==> src/rtl/epab_pkg.sv <==
// Purpose: Shared constants and types for the encoder pulse emulator with absolute data sender
// Assumes: 50 MHz system clock
// Notes: Long timing counts are also parameters of the core so a simulation can shorten them
package epab_pkg;
  localparam int CLK_KHZ = 50000;
  localparam int CLK_PERIOD_NS = 20;
  localparam int RES_W = 13;
  localparam logic [12:0] RES_MIN = 13'h0001;
  localparam logic [12:0] RES_MAX = 13'h1000;
  localparam int DIV_W = 13;
  localparam logic [12:0] DIVS_PER_PITCH = 13'h1000;
  localparam int MAX_RATE_KPPS = 6400;
  localparam int EDGE_CYC = (CLK_KHZ + MAX_RATE_KPPS - 1) / MAX_RATE_KPPS;
  localparam int BAUD_BPS = 9600;
  localparam int BIT_CYC = (CLK_KHZ * 1000) / BAUD_BPS;
  localparam int SENSOR_WAIT_MS = 100;
  localparam int SENSOR_WAIT_CYC = SENSOR_WAIT_MS * CLK_KHZ;
  localparam int SETTLE_MS = 400;
  localparam int SETTLE_CYC = SETTLE_MS * CLK_KHZ;
  localparam int INIT_PULSE_NS = 1480;
  localparam int INIT_PULSE_CYC = INIT_PULSE_NS / CLK_PERIOD_NS;
  localparam int SERIAL_SHIFT = 20;
  localparam int POS_W = 40;
  localparam int PEND_W = 16;
  localparam int PEND_LIMIT = 64;
  localparam int TMR_W = 25;
  localparam logic [2:0] MSG_LAST = 3'h7;
  localparam logic [3:0] FRAME_LAST = 4'h9;
  localparam logic [5:0] DIV_STEPS = 6'h28;
  localparam logic [2:0] DIGITS = 3'h5;
  localparam logic [6:0] CH_P = 7'h50;
  localparam logic [6:0] CH_PLUS = 7'h2B;
  localparam logic [6:0] CH_MINUS = 7'h2D;
  localparam logic [6:0] CH_ZERO = 7'h30;
  localparam logic [6:0] CH_HEX_OFS = 7'h37;
  localparam logic [6:0] CH_CR = 7'h0D;
  localparam logic [6:0] CH_A = 7'h41;
  localparam logic [6:0] CH_L = 7'h4C;
  localparam logic [6:0] CH_M = 7'h4D;
  localparam logic [1:0] ORG_A_RISE = 2'h0;
  localparam logic [1:0] ORG_A_FALL = 2'h1;
  localparam logic [1:0] ORG_B_RISE = 2'h2;
  localparam logic [1:0] ORG_B_FALL = 2'h3;

  typedef enum logic [6:0] {
    EPAB_ST_NORMAL = 7'h01,
    EPAB_ST_DIV = 7'h02,
    EPAB_ST_DIGIT = 7'h04,
    EPAB_ST_WAIT = 7'h08,
    EPAB_ST_TX = 7'h10,
    EPAB_ST_INIT = 7'h20,
    EPAB_ST_SETTLE = 7'h40
  } epab_st_t;

  typedef struct packed {
    logic a;
    logic b;
    logic z;
  } epab_quad_t;

  typedef struct packed {
    epab_st_t st;
    logic [2:0] sy;
    logic zl;
    logic [DIV_W-1:0] acc;
    logic signed [PEND_W-1:0] pend;
    logic [3:0] gap;
    logic [1:0] ph;
    logic zarm;
    logic zon;
    logic zedges;
    logic zdone;
    logic ovs;
    logic [TMR_W-1:0] tmr;
    logic [POS_W-1:0] dq;
    logic [RES_W:0] dr;
    logic dneg;
    logic [5:0] dcnt;
    logic [15:0] ser;
    logic [19:0] icnt;
    logic [16:0] val;
    logic [2:0] di;
    logic [19:0] dig;
    logic alm;
    logic [2:0] ci;
    logic [9:0] sh;
    logic [3:0] bi;
    epab_quad_t q;
  } epab_state_t;
endpackage : epab_pkg

==> src/rtl/epab_core.sv <==
// Purpose: Quadrature pulse emulation of an external encoder plus absolute position and alarm serial sender
// Assumes: step_i/step_dir_i come from encoder interface logic on mclk_i, one strobe per pitch division
// Notes: Edges are metered at the rate ceiling, so excess travel piles up as backlog and raises overspeed
// Notes on behaviour
// - Resolution setting is edges per pitch, clamped to one through 4096.
// - Every pitch travelled yields exactly the set number of A/B edges.
// - Edge rate never exceeds 6.4 Mpps; excess demand raises overspeed alarm.
// - Origin pulse lasts as long as one A-phase pulse.
// - Origin pulse aligns to one selectable A or B rising or falling edge.
// - Rotary absolute encoder: origin pulse only at first origin after power-up.
// - Init: A carries serial then pulses, B pulses; origin line always origin.
// - Host sends sensor-on; serial starts 100 ms later, host counter cleared.
// - Position message is exactly eight characters.
// - About 400 ms after the initial pulse burst, normal pulse output resumes.
// - Serial value is position over resolution, in units of 1048576 pulses.
// - Initial pulse burst carries the remainder, one pulse per 1.48 us.
// - Characters are 9600 bps async: start, seven data, even parity, stop.
// - Message is P, sign, five digits, carriage return; zero sends P+00000.
// - Serial value wraps within -32768 to +32767.
// - Sensor-off with absolute encoder sends the alarm contents on A line.
// - Sensor-off is refused while motor power is on.
// - Forward travel shows B phase leading A phase.
`timescale 1ns/1ns
`default_nettype none
module epab_core
  import epab_pkg::*;
#(
  parameter int BIT_CYCLES = BIT_CYC,
  parameter int WAIT_CYCLES = SENSOR_WAIT_CYC,
  parameter int SETTLE_CYCLES = SETTLE_CYC,
  parameter int PEND_MAX = PEND_LIMIT
) (
  input wire logic mclk_i,
  input wire logic rst_b_i,
  input wire logic step_i,
  input wire logic step_dir_i,
  input wire logic enc_origin_i,
  input wire logic [RES_W-1:0] output_resolution_setting_i,
  input wire logic [1:0] origin_edge_sel_i,
  input wire logic abs_mode_i,
  input wire logic rotary_i,
  input wire logic signed [POS_W-1:0] abs_pos_i,
  input wire logic [15:0] alarm_code_i,
  input wire logic motor_power_on_i,
  input wire logic sensor_on_command_i,
  input wire logic sensor_off_command_i,
  output epab_quad_t quad_o,
  output logic overspeed_alarm_o,
  output logic abs_busy_o
);

  function automatic logic [RES_W-1:0] clamp_res(input logic [RES_W-1:0] r);
    if (r < RES_MIN) begin
      return RES_MIN;
    end else if (r > RES_MAX) begin
      return RES_MAX;
    end
    return r;
  endfunction : clamp_res
  function automatic logic [16:0] pow10(input logic [2:0] i);
    case (i)
      3'h0: return 17'h02710;
      3'h1: return 17'h003E8;
      3'h2: return 17'h00064;
      3'h3: return 17'h0000A;
      default: return 17'h00001;
    endcase
  endfunction : pow10
  function automatic logic [6:0] hex_char(input logic [3:0] v);
    return (v < 4'hA) ? (CH_ZERO + {3'h0, v}) : (CH_HEX_OFS + {3'h0, v});
  endfunction : hex_char
  // Character idx of either the position message or the alarm message
  function automatic logic [6:0] msg_char(input logic alm, input logic [2:0] idx, input logic neg,
                                          input logic [19:0] dig, input logic [15:0] code);
    logic [6:0] c;
    c = CH_CR;
    if (alm) begin
      case (idx)
        3'h0: c = CH_A;
        3'h1: c = CH_L;
        3'h2: c = CH_M;
        3'h3: c = hex_char(code[15:12]);
        3'h4: c = hex_char(code[11:8]);
        3'h5: c = hex_char(code[7:4]);
        3'h6: c = hex_char(code[3:0]);
        default: c = CH_CR;
      endcase
    end else begin
      case (idx)
        3'h0: c = CH_P;
        3'h1: c = neg ? CH_MINUS : CH_PLUS;
        3'h2: c = CH_ZERO + {3'h0, dig[19:16]};
        3'h3: c = CH_ZERO + {3'h0, dig[15:12]};
        3'h4: c = CH_ZERO + {3'h0, dig[11:8]};
        3'h5: c = CH_ZERO + {3'h0, dig[7:4]};
        3'h6: c = CH_ZERO + {3'h0, dig[3:0]};
        default: c = CH_CR;
      endcase
    end
    return c;
  endfunction : msg_char
  // Start bit first, seven data bits LSB first, even parity, stop bit
  function automatic logic [9:0] frame(input logic [6:0] ch);
    return {1'b1, ^ch, ch, 1'b0};
  endfunction : frame
  epab_state_t s;
  epab_state_t n;
  logic [RES_W-1:0] res;
  logic [DIV_W:0] sum;
  logic signed [PEND_W-1:0] dlt;
  logic signed [PEND_W-1:0] ped;
  logic edge_go;
  logic edge_fwd;
  logic [1:0] np;
  logic old_a;
  logic old_b;
  logic new_a;
  logic new_b;
  logic matched;
  logic zrise;
  logic [RES_W:0] trial;
  logic [POS_W-1:0] scaled;
  logic [16:0] pw;
  always_comb begin
    n = s;
    res = clamp_res(output_resolution_setting_i);
    sum = '0;
    dlt = '0;
    ped = '0;
    edge_go = 1'b0;
    edge_fwd = 1'b1;
    np = s.ph;
    trial = '0;
    scaled = '0;
    pw = pow10(s.di);
    // Origin input: counted only once the two later stages agree
    n.sy = {s.sy[1:0], enc_origin_i};
    zrise = (s.sy[1] == s.sy[2]) && s.sy[2] && !s.zl;
    if (s.sy[1] == s.sy[2]) begin
      n.zl = s.sy[2];
    end
    // Fractional accumulator: res edges per DIVS_PER_PITCH steps, no drift across pitches
    if (step_i) begin
      if (step_dir_i) begin
        sum = {1'b0, s.acc} + {1'b0, res};
        if (sum >= {1'b0, DIVS_PER_PITCH}) begin
          n.acc = DIV_W'(sum - {1'b0, DIVS_PER_PITCH});
          dlt = 16'sh0001;
        end else begin
          n.acc = DIV_W'(sum);
        end
      end else begin
        if (s.acc >= res) begin
          n.acc = s.acc - res;
        end else begin
          n.acc = s.acc + DIVS_PER_PITCH - res;
          dlt = -16'sh0001;
        end
      end
    end
    if (s.gap != 4'h0) begin
      n.gap = s.gap - 4'h1;
    end
    case (s.st)
      EPAB_ST_NORMAL: begin
        // Backlog drains no faster than one edge per EDGE_CYC cycles
        if (s.gap == 4'h0 && s.pend != '0) begin
          edge_go = 1'b1;
          edge_fwd = ~s.pend[PEND_W-1];
          ped = edge_fwd ? -16'sh0001 : 16'sh0001;
          n.gap = 4'(EDGE_CYC - 1);
        end
        if (sensor_on_command_i && abs_mode_i) begin
          n.st = EPAB_ST_DIV;
          n.dneg = abs_pos_i[POS_W-1];
          n.dq = abs_pos_i[POS_W-1] ? POS_W'(-abs_pos_i) : abs_pos_i;
          n.dr = '0;
          n.dcnt = DIV_STEPS;
          n.alm = 1'b0;
        end else if (sensor_off_command_i && abs_mode_i && !motor_power_on_i) begin
          // Idle mark lead-in first: from a low A phase the first start bit would show no falling edge
          n.st = EPAB_ST_WAIT;
          n.alm = 1'b1;
          n.tmr = '0;
        end
      end
      EPAB_ST_DIV: begin
        if (s.dcnt != 6'h00) begin
          trial = {s.dr[RES_W-1:0], s.dq[POS_W-1]};
          n.dq = {s.dq[POS_W-2:0], 1'b0};
          if (trial >= {1'b0, res}) begin
            trial = trial - {1'b0, res};
            n.dq[0] = 1'b1;
          end
          n.dr = trial;
          n.dcnt = s.dcnt - 6'h01;
        end else begin
          scaled = s.dneg ? POS_W'(-s.dq) : s.dq;
          // Upper bits dropped on purpose: the signed 16-bit value wraps
          n.ser = scaled[SERIAL_SHIFT+15:SERIAL_SHIFT];
          n.icnt = scaled[SERIAL_SHIFT-1:0];
          n.val = scaled[SERIAL_SHIFT+15] ? 17'(-{1'b1, scaled[SERIAL_SHIFT+15:SERIAL_SHIFT]})
                                          : {1'b0, scaled[SERIAL_SHIFT+15:SERIAL_SHIFT]};
          n.di = '0;
          n.dig = '0;
          n.st = EPAB_ST_DIGIT;
        end
      end
      EPAB_ST_DIGIT: begin
        if (s.di == DIGITS) begin
          n.st = EPAB_ST_WAIT;
          n.tmr = '0;
        end else if (s.val >= pw) begin
          n.val = s.val - pw;
          n.dig[4*(4-s.di) +: 4] = s.dig[4*(4-s.di) +: 4] + 4'h1;
        end else begin
          n.di = s.di + 3'h1;
        end
      end
      EPAB_ST_WAIT: begin
        n.tmr = s.tmr + 25'h1;
        if (s.tmr == TMR_W'(WAIT_CYCLES - 1)) begin
          n.st = EPAB_ST_TX;
          n.ci = '0;
          n.bi = '0;
          n.tmr = '0;
          n.sh = frame(msg_char(s.alm, 3'h0, s.ser[15], s.dig, alarm_code_i));
        end
      end
      EPAB_ST_TX: begin
        n.tmr = s.tmr + 25'h1;
        if (s.tmr == TMR_W'(BIT_CYCLES - 1)) begin
          n.tmr = '0;
          n.sh = {1'b1, s.sh[9:1]};
          n.bi = s.bi + 4'h1;
          if (s.bi == FRAME_LAST) begin
            n.bi = '0;
            n.ci = s.ci + 3'h1;
            n.sh = frame(msg_char(s.alm, s.ci + 3'h1, s.ser[15], s.dig, alarm_code_i));
            if (s.ci == MSG_LAST) begin
              n.st = s.alm ? EPAB_ST_NORMAL : EPAB_ST_INIT;
              n.sh = 10'h3FF;
            end
          end
        end
      end
      EPAB_ST_INIT: begin
        if (s.icnt == 20'h00000) begin
          n.st = EPAB_ST_SETTLE;
          n.tmr = '0;
        end else begin
          n.tmr = s.tmr + 25'h1;
          if (s.tmr == TMR_W'(INIT_PULSE_CYC - 1)) begin
            n.tmr = '0;
            n.icnt = s.icnt - 20'h00001;
            edge_go = 1'b1;
            edge_fwd = 1'b1;
          end
        end
      end
      EPAB_ST_SETTLE: begin
        n.tmr = s.tmr + 25'h1;
        if (s.tmr == TMR_W'(SETTLE_CYCLES - 1)) begin
          n.st = EPAB_ST_NORMAL;
        end
      end
      default: begin
        n.st = EPAB_ST_NORMAL;
      end
    endcase
    n.pend = s.pend + dlt + ped;
    if (n.pend > PEND_W'(PEND_MAX) || n.pend < PEND_W'(-PEND_MAX)) begin
      n.ovs = 1'b1;
    end
    // Phase sequence 0,1,3,2 in (a,b): B rises first going forward
    if (edge_go) begin
      np = edge_fwd ? s.ph + 2'h1 : s.ph - 2'h1;
    end
    n.ph = np;
    old_a = s.ph[1];
    old_b = s.ph[1] ^ s.ph[0];
    new_a = np[1];
    new_b = np[1] ^ np[0];
    case (origin_edge_sel_i)
      ORG_A_RISE: matched = !old_a && new_a;
      ORG_A_FALL: matched = old_a && !new_a;
      ORG_B_RISE: matched = !old_b && new_b;
      ORG_B_FALL: matched = old_b && !new_b;
      default: matched = 1'b0;
    endcase
    if (zrise && !(rotary_i && abs_mode_i && s.zdone)) begin
      n.zarm = 1'b1;
    end
    if (edge_go) begin
      if (s.zon) begin
        // Two edges after the start equals one A-phase high or low time
        n.zedges = 1'b1;
        if (s.zedges) begin
          n.zon = 1'b0;
          n.zedges = 1'b0;
        end
      end else if (s.zarm && matched) begin
        n.zon = 1'b1;
        n.zarm = 1'b0;
        n.zedges = 1'b0;
        n.zdone = 1'b1;
      end
    end
    // Serial phases drive A from the frame shifter, held at the idle mark level before it; B stays put
    if (n.st == EPAB_ST_TX) begin
      n.q.a = n.sh[0];
    end else if (n.st == EPAB_ST_DIV || n.st == EPAB_ST_DIGIT || n.st == EPAB_ST_WAIT) begin
      n.q.a = 1'b1;
    end else begin
      n.q.a = np[1];
    end
    n.q.b = np[1] ^ np[0];
    n.q.z = n.zon;
  end
  always_ff @(posedge mclk_i or negedge rst_b_i) begin
    if (!rst_b_i) begin
      s <= '0;
      s.st <= EPAB_ST_NORMAL;
      s.sh <= 10'h3FF;
    end else begin
      s <= n;
    end
  end
  assign quad_o = s.q;
  assign overspeed_alarm_o = s.ovs;
  assign abs_busy_o = (s.st != EPAB_ST_NORMAL);
endmodule : epab_core
`default_nettype wire

==> config.mk <==
export PLATFORM = sky130hd
export DESIGN_NAME = epab_core
export DESIGN_NICKNAME = d
export VERILOG_FILES = /design/src/rtl/epab_pkg.sv /design/src/rtl/epab_core.sv
export SDC_FILE = /design/constraint.sdc
export NUM_CORES = 1
export LEC_CHECK = 0
export ABC_CLOCK_PERIOD_IN_PS = 8250
export BUFFER_PORTS_ARGS = -buffer_cell sky130_fd_sc_hd__buf_4
export CORE_MARGIN = 8
export CORE_UTILIZATION = 30
export DETAILED_ROUTE_END_ITERATION = 10
export PLACE_DENSITY_LB_ADDON = 0.08
export SLEW_MARGIN = 25
export SYNTH_ARGS = -nofsm -noshare
export SYNTH_HDL_FRONTEND = slang
export SYNTH_SLANG_ARGS = --single-unit
==> constraint.sdc <==
create_clock -name mclk_i -period 8.25 [get_ports mclk_i]
set_input_delay 1.2375 -clock mclk_i [delete_from_list [all_inputs] [get_ports mclk_i]]
set_output_delay 1.2375 -clock mclk_i [all_outputs]
set_load 0.03 [all_outputs]
==> impl_metrics.json <==
{
  "vias_per_cell": 5.337,
  "maxCapViolCount": 0,
  "async_reset_ff_share_pct": 100.0,
  "holdCritPathClass": "flip-flop to flip-flop",
  "gp_congestion": 0.8314,
  "setup_tns_ns": 0,
  "dr_total_vias": 15894,
  "ir_drop_mv": 0.1994,
  "insertion_delay_ns": 0.57,
  "reg2reg_depth": 23,
  "critPathMaxFanout": 13,
  "hpwlAfterDp_mm": 39.08,
  "whs_ns": 0.3489,
  "finalHoldViolCount": 0,
  "die_width_um": 260.0,
  "nNetsFinal": 2409,
  "timing.rr.end": "overspeed_alarm_o",
  "finalClockSkew_ns": 0.01350,
  "ant_nets": 0,
  "min_to": "n[226]",
  "ys_seq_area_share_pct": 30.47,
  "dieArea_um2": 67610,
  "syn_nets": 2374,
  "yosysTopAreaCell": "dfrtp_1",
  "worstHoldStart": "n[225]",
  "synth.distinct_cells": 82,
  "post_cts_buffers": 0,
  "yosys.area.top_type_share_pct": 28.86,
  "dr.pass1.iters": 6,
  "detail_route.drc_violations": 0,
  "grt_start_max_net_pins": 99,
  "worstMarginPinSlew_ns": 1.013,
  "p_per_area_nw_per_um2": 331.8,
  "fp-row-count": 89,
  "start_kind": "input pin",
  "wirelength_mm": 52.50,
  "syn_to_final_growth_pct": 13.96,
  "start_util_pct": 30.33,
  "p_leak_nw": 8.640,
  "post_drt_wl_per_cell_um": 17.63,
  "cts_resized": 0,
  "drt_iter0_drc": 1104,
  "cp-end-kind": "flip-flop",
  "slew_viol_final": 0,
  "setup_viol": 0,
  "netlist_area_um2": 17860,
  "cts_buffer_depth": 3,
  "outcome": "completed",
  "synth.area.top_cells": "dfrtp_1, ha_1, o21ai_0",
  "arrival_ns": 7.68,
  "period_share_pct": 87.65,
  "n_antenna_cell": 0,
  "io_buffers": 85,
  "yosysWarnings": 0,
  "syn_avg_cell_area_um2": 8.317,
  "fin_crit_ns": 7.231,
  "min_path_cells": 0,
  "clock_sinks": 217,
  "htree_levels": 1,
  "synth_edf_count": 0,
  "grt_pass1_vias": 15639,
  "synthFlopType": "dfrtp_1",
  "max_freq_mhz": 138.3,
  "clkTransAtPathRegs_ns": 0.06,
  "rsz0062_at_grt": "no",
  "synth_cells": 2148,
  "cts_tree": "yes",
  "cts_hold_buf": 0,
  "crit_type": "input pin to flip-flop",
  "track_usage_pct": 15.07,
  "crit_required_ns": 8.70,
  "antenna_found_initial": 0,
  "grt_pass1_wl_mm": 84.83,
  "synth-seq-cells": 217,
  "rrSetupSlack_ns": 1.84,
  "clockRootBuffer": "clkbuf_16",
  "r2r-start": "s[210]",
  "overflow": 0,
  "maxSlewHeadroom_pct": 32.26,
  "core_area_um2": 58910,
  "cts_buffers": 28,
  "io_pins": 86,
  "die_h_um": 260.0,
  "layout-drive-gt1-share_pct": 10.02
}
## where the power goes
group	total, W	internal (W)	switching [W]
Clock	0.00145	0.000926	0.000521
Sequential	0.00172	0.00136	0.000360
Combinational	0.00359	0.00150	0.00209
## routing by layer
metal  vias to the layer above  share of wire, %  track usage, %
li1                       7818                 -               -
met1                      7753                48           21.00
met2                       257                47           24.81
met3                        66               3.5           1.793
met4                         0               2.0           3.262
met5                         -                 0               0
## stage by stage
stage	utilization, %	power, W	std cells	instance area (um2)	setup slack [ns]
2_1_floorplan	-	0.004360	2148	17860	1.098
3_3_place_gp	32.70	0.005336	2926	19260	0.5578
3_5_place_dp	32.71	0.005339	2926	19270	0.3804
4_1_cts	34.56	0.006850	2978	20360	0.9899
5_1_grt	34.56	0.007353	2978	20360	0.6190
6_report	34.56	0.006756	2978	20360	1.019
## sequential cells by signal, summed over array words and instances, names as in the netlist
signal	count
n	2
quad_o	3
s	210
old_a	1
overspeed_alarm_o	1
## worst max-delay path, cell delays in order
cell       delay (ns)
buf_4            0.13
inv_1            0.22
nand2_1          0.24
inv_1            0.13
fa_1             0.44
nand2b_1         0.14
a221oi_1         0.10
nor2_1           0.15
o31ai_1          0.11
a2111oi_0        0.77
a21oi_1          0.18
xnor2_1          0.18
a31oi_1          0.25
fa_1             0.22
ha_1             0.20
inv_1            0.07
fa_1             0.42
nand2b_1         0.20
a21oi_1          0.34
o211ai_1         0.15
nor2b_1          0.15
xnor2_1          0.15
a2111o_1         0.35
or4_1            0.42
or4b_2           0.62
o21a_1           0.12
## kinds of logic after synthesis
family | after synthesis | share of synthesized area [%]
buffers and inverters | 207 | 4.461
AOI/OAI and AO/OA | 619 | 21.82
adders and majority gates | 145 | 11.50
xor gates and xnor gates | 171 | 8.461
DFF | 217 | 30.47
muxes | 39 | 2.556
and+or+nand+nor | 750 | 20.73
## worst max-delay path by stage
stage | depth (start not counted) | slack, ns | startpoint | to
after floorplan | 22 | 1.10 | output_resolution_setting_i[12] | overspeed_alarm_o
after CTS | 22 | 0.99 | output_resolution_setting_i[12] | overspeed_alarm_o
final | 26 | 1.02 | output_resolution_setting_i[12] | overspeed_alarm_o
after global routing | 26 | 0.62 | output_resolution_setting_i[12] | overspeed_alarm_o
after global placement | 26 | 0.56 | output_resolution_setting_i[12] | overspeed_alarm_o
after detailed placement | 22 | 0.38 | output_resolution_setting_i[12] | overspeed_alarm_o
## Yosys cell counts (20+ instances only)
cell,count
nand2_1,224
a21o_1,22
ha_1,113
or4_1,20
nand4_1,21
a31oi_1,27
clkbuf_1,88
xor2_1,84
xnor2_1,86
a21oi_1,121
o21ai_0,223
inv_1,110
or3_1,28
a22oi_1,39
nor2_1,167
nor4_1,37
o41ai_1,23
nor2b_1,29
mux2i_1,22
nor3_1,57
nand3_1,55
nand2b_1,36
o31ai_1,33
dfrtp_1,206
fa_1,32
## placed cells by master, fill, tap and decap left out, types with 13 or more instances in the layout
master / Yosys / layout
o31ai_1: 33 / 33
a31oi_1: 27 / 26
nand2_1: 224 / 224
a211oi_1: 14 / 14
inv_1: 110 / 110
a21o_1: 22 / 22
nand2b_1: 36 / 35
a21oi_1: 121 / 121
nor3_1: 57 / 54
nor4_1: 37 / 37
nor2b_1: 29 / 29
nand4_1: 21 / 21
nand4b_1: 13 / 13
dfrtp_1: 206 / 206
buf_4: 3 / 101
or4_1: 20 / 20
nor2_1: 167 / 164
xnor2_1: 86 / 86
ha_1: 113 / 113
fa_1: 32 / 32
a22oi_1: 39 / 39
nand3_1: 55 / 55
mux2i_1: 22 / 22
or2_2: 14 / 14
clkbuf_16: 0 / 29
or3_1: 28 / 28
xor2_1: 84 / 84
o21ai_0: 223 / 222
o41ai_1: 23 / 22
mux2_2: 13 / 13
## layout make-up
cell class                      count  area (um2)
Inverter                          110       412.9
Sequential cell                   217        5444
Tap cell                          773       967.2
Clock inverter                     17       300.3
Clock buffer                       35       788.3
Timing Repair Buffer              102       773.2
Multi-Input combinational cell   1724       11670
Fill cell                        6100       38550
Power figures use the tool's default switching activity.
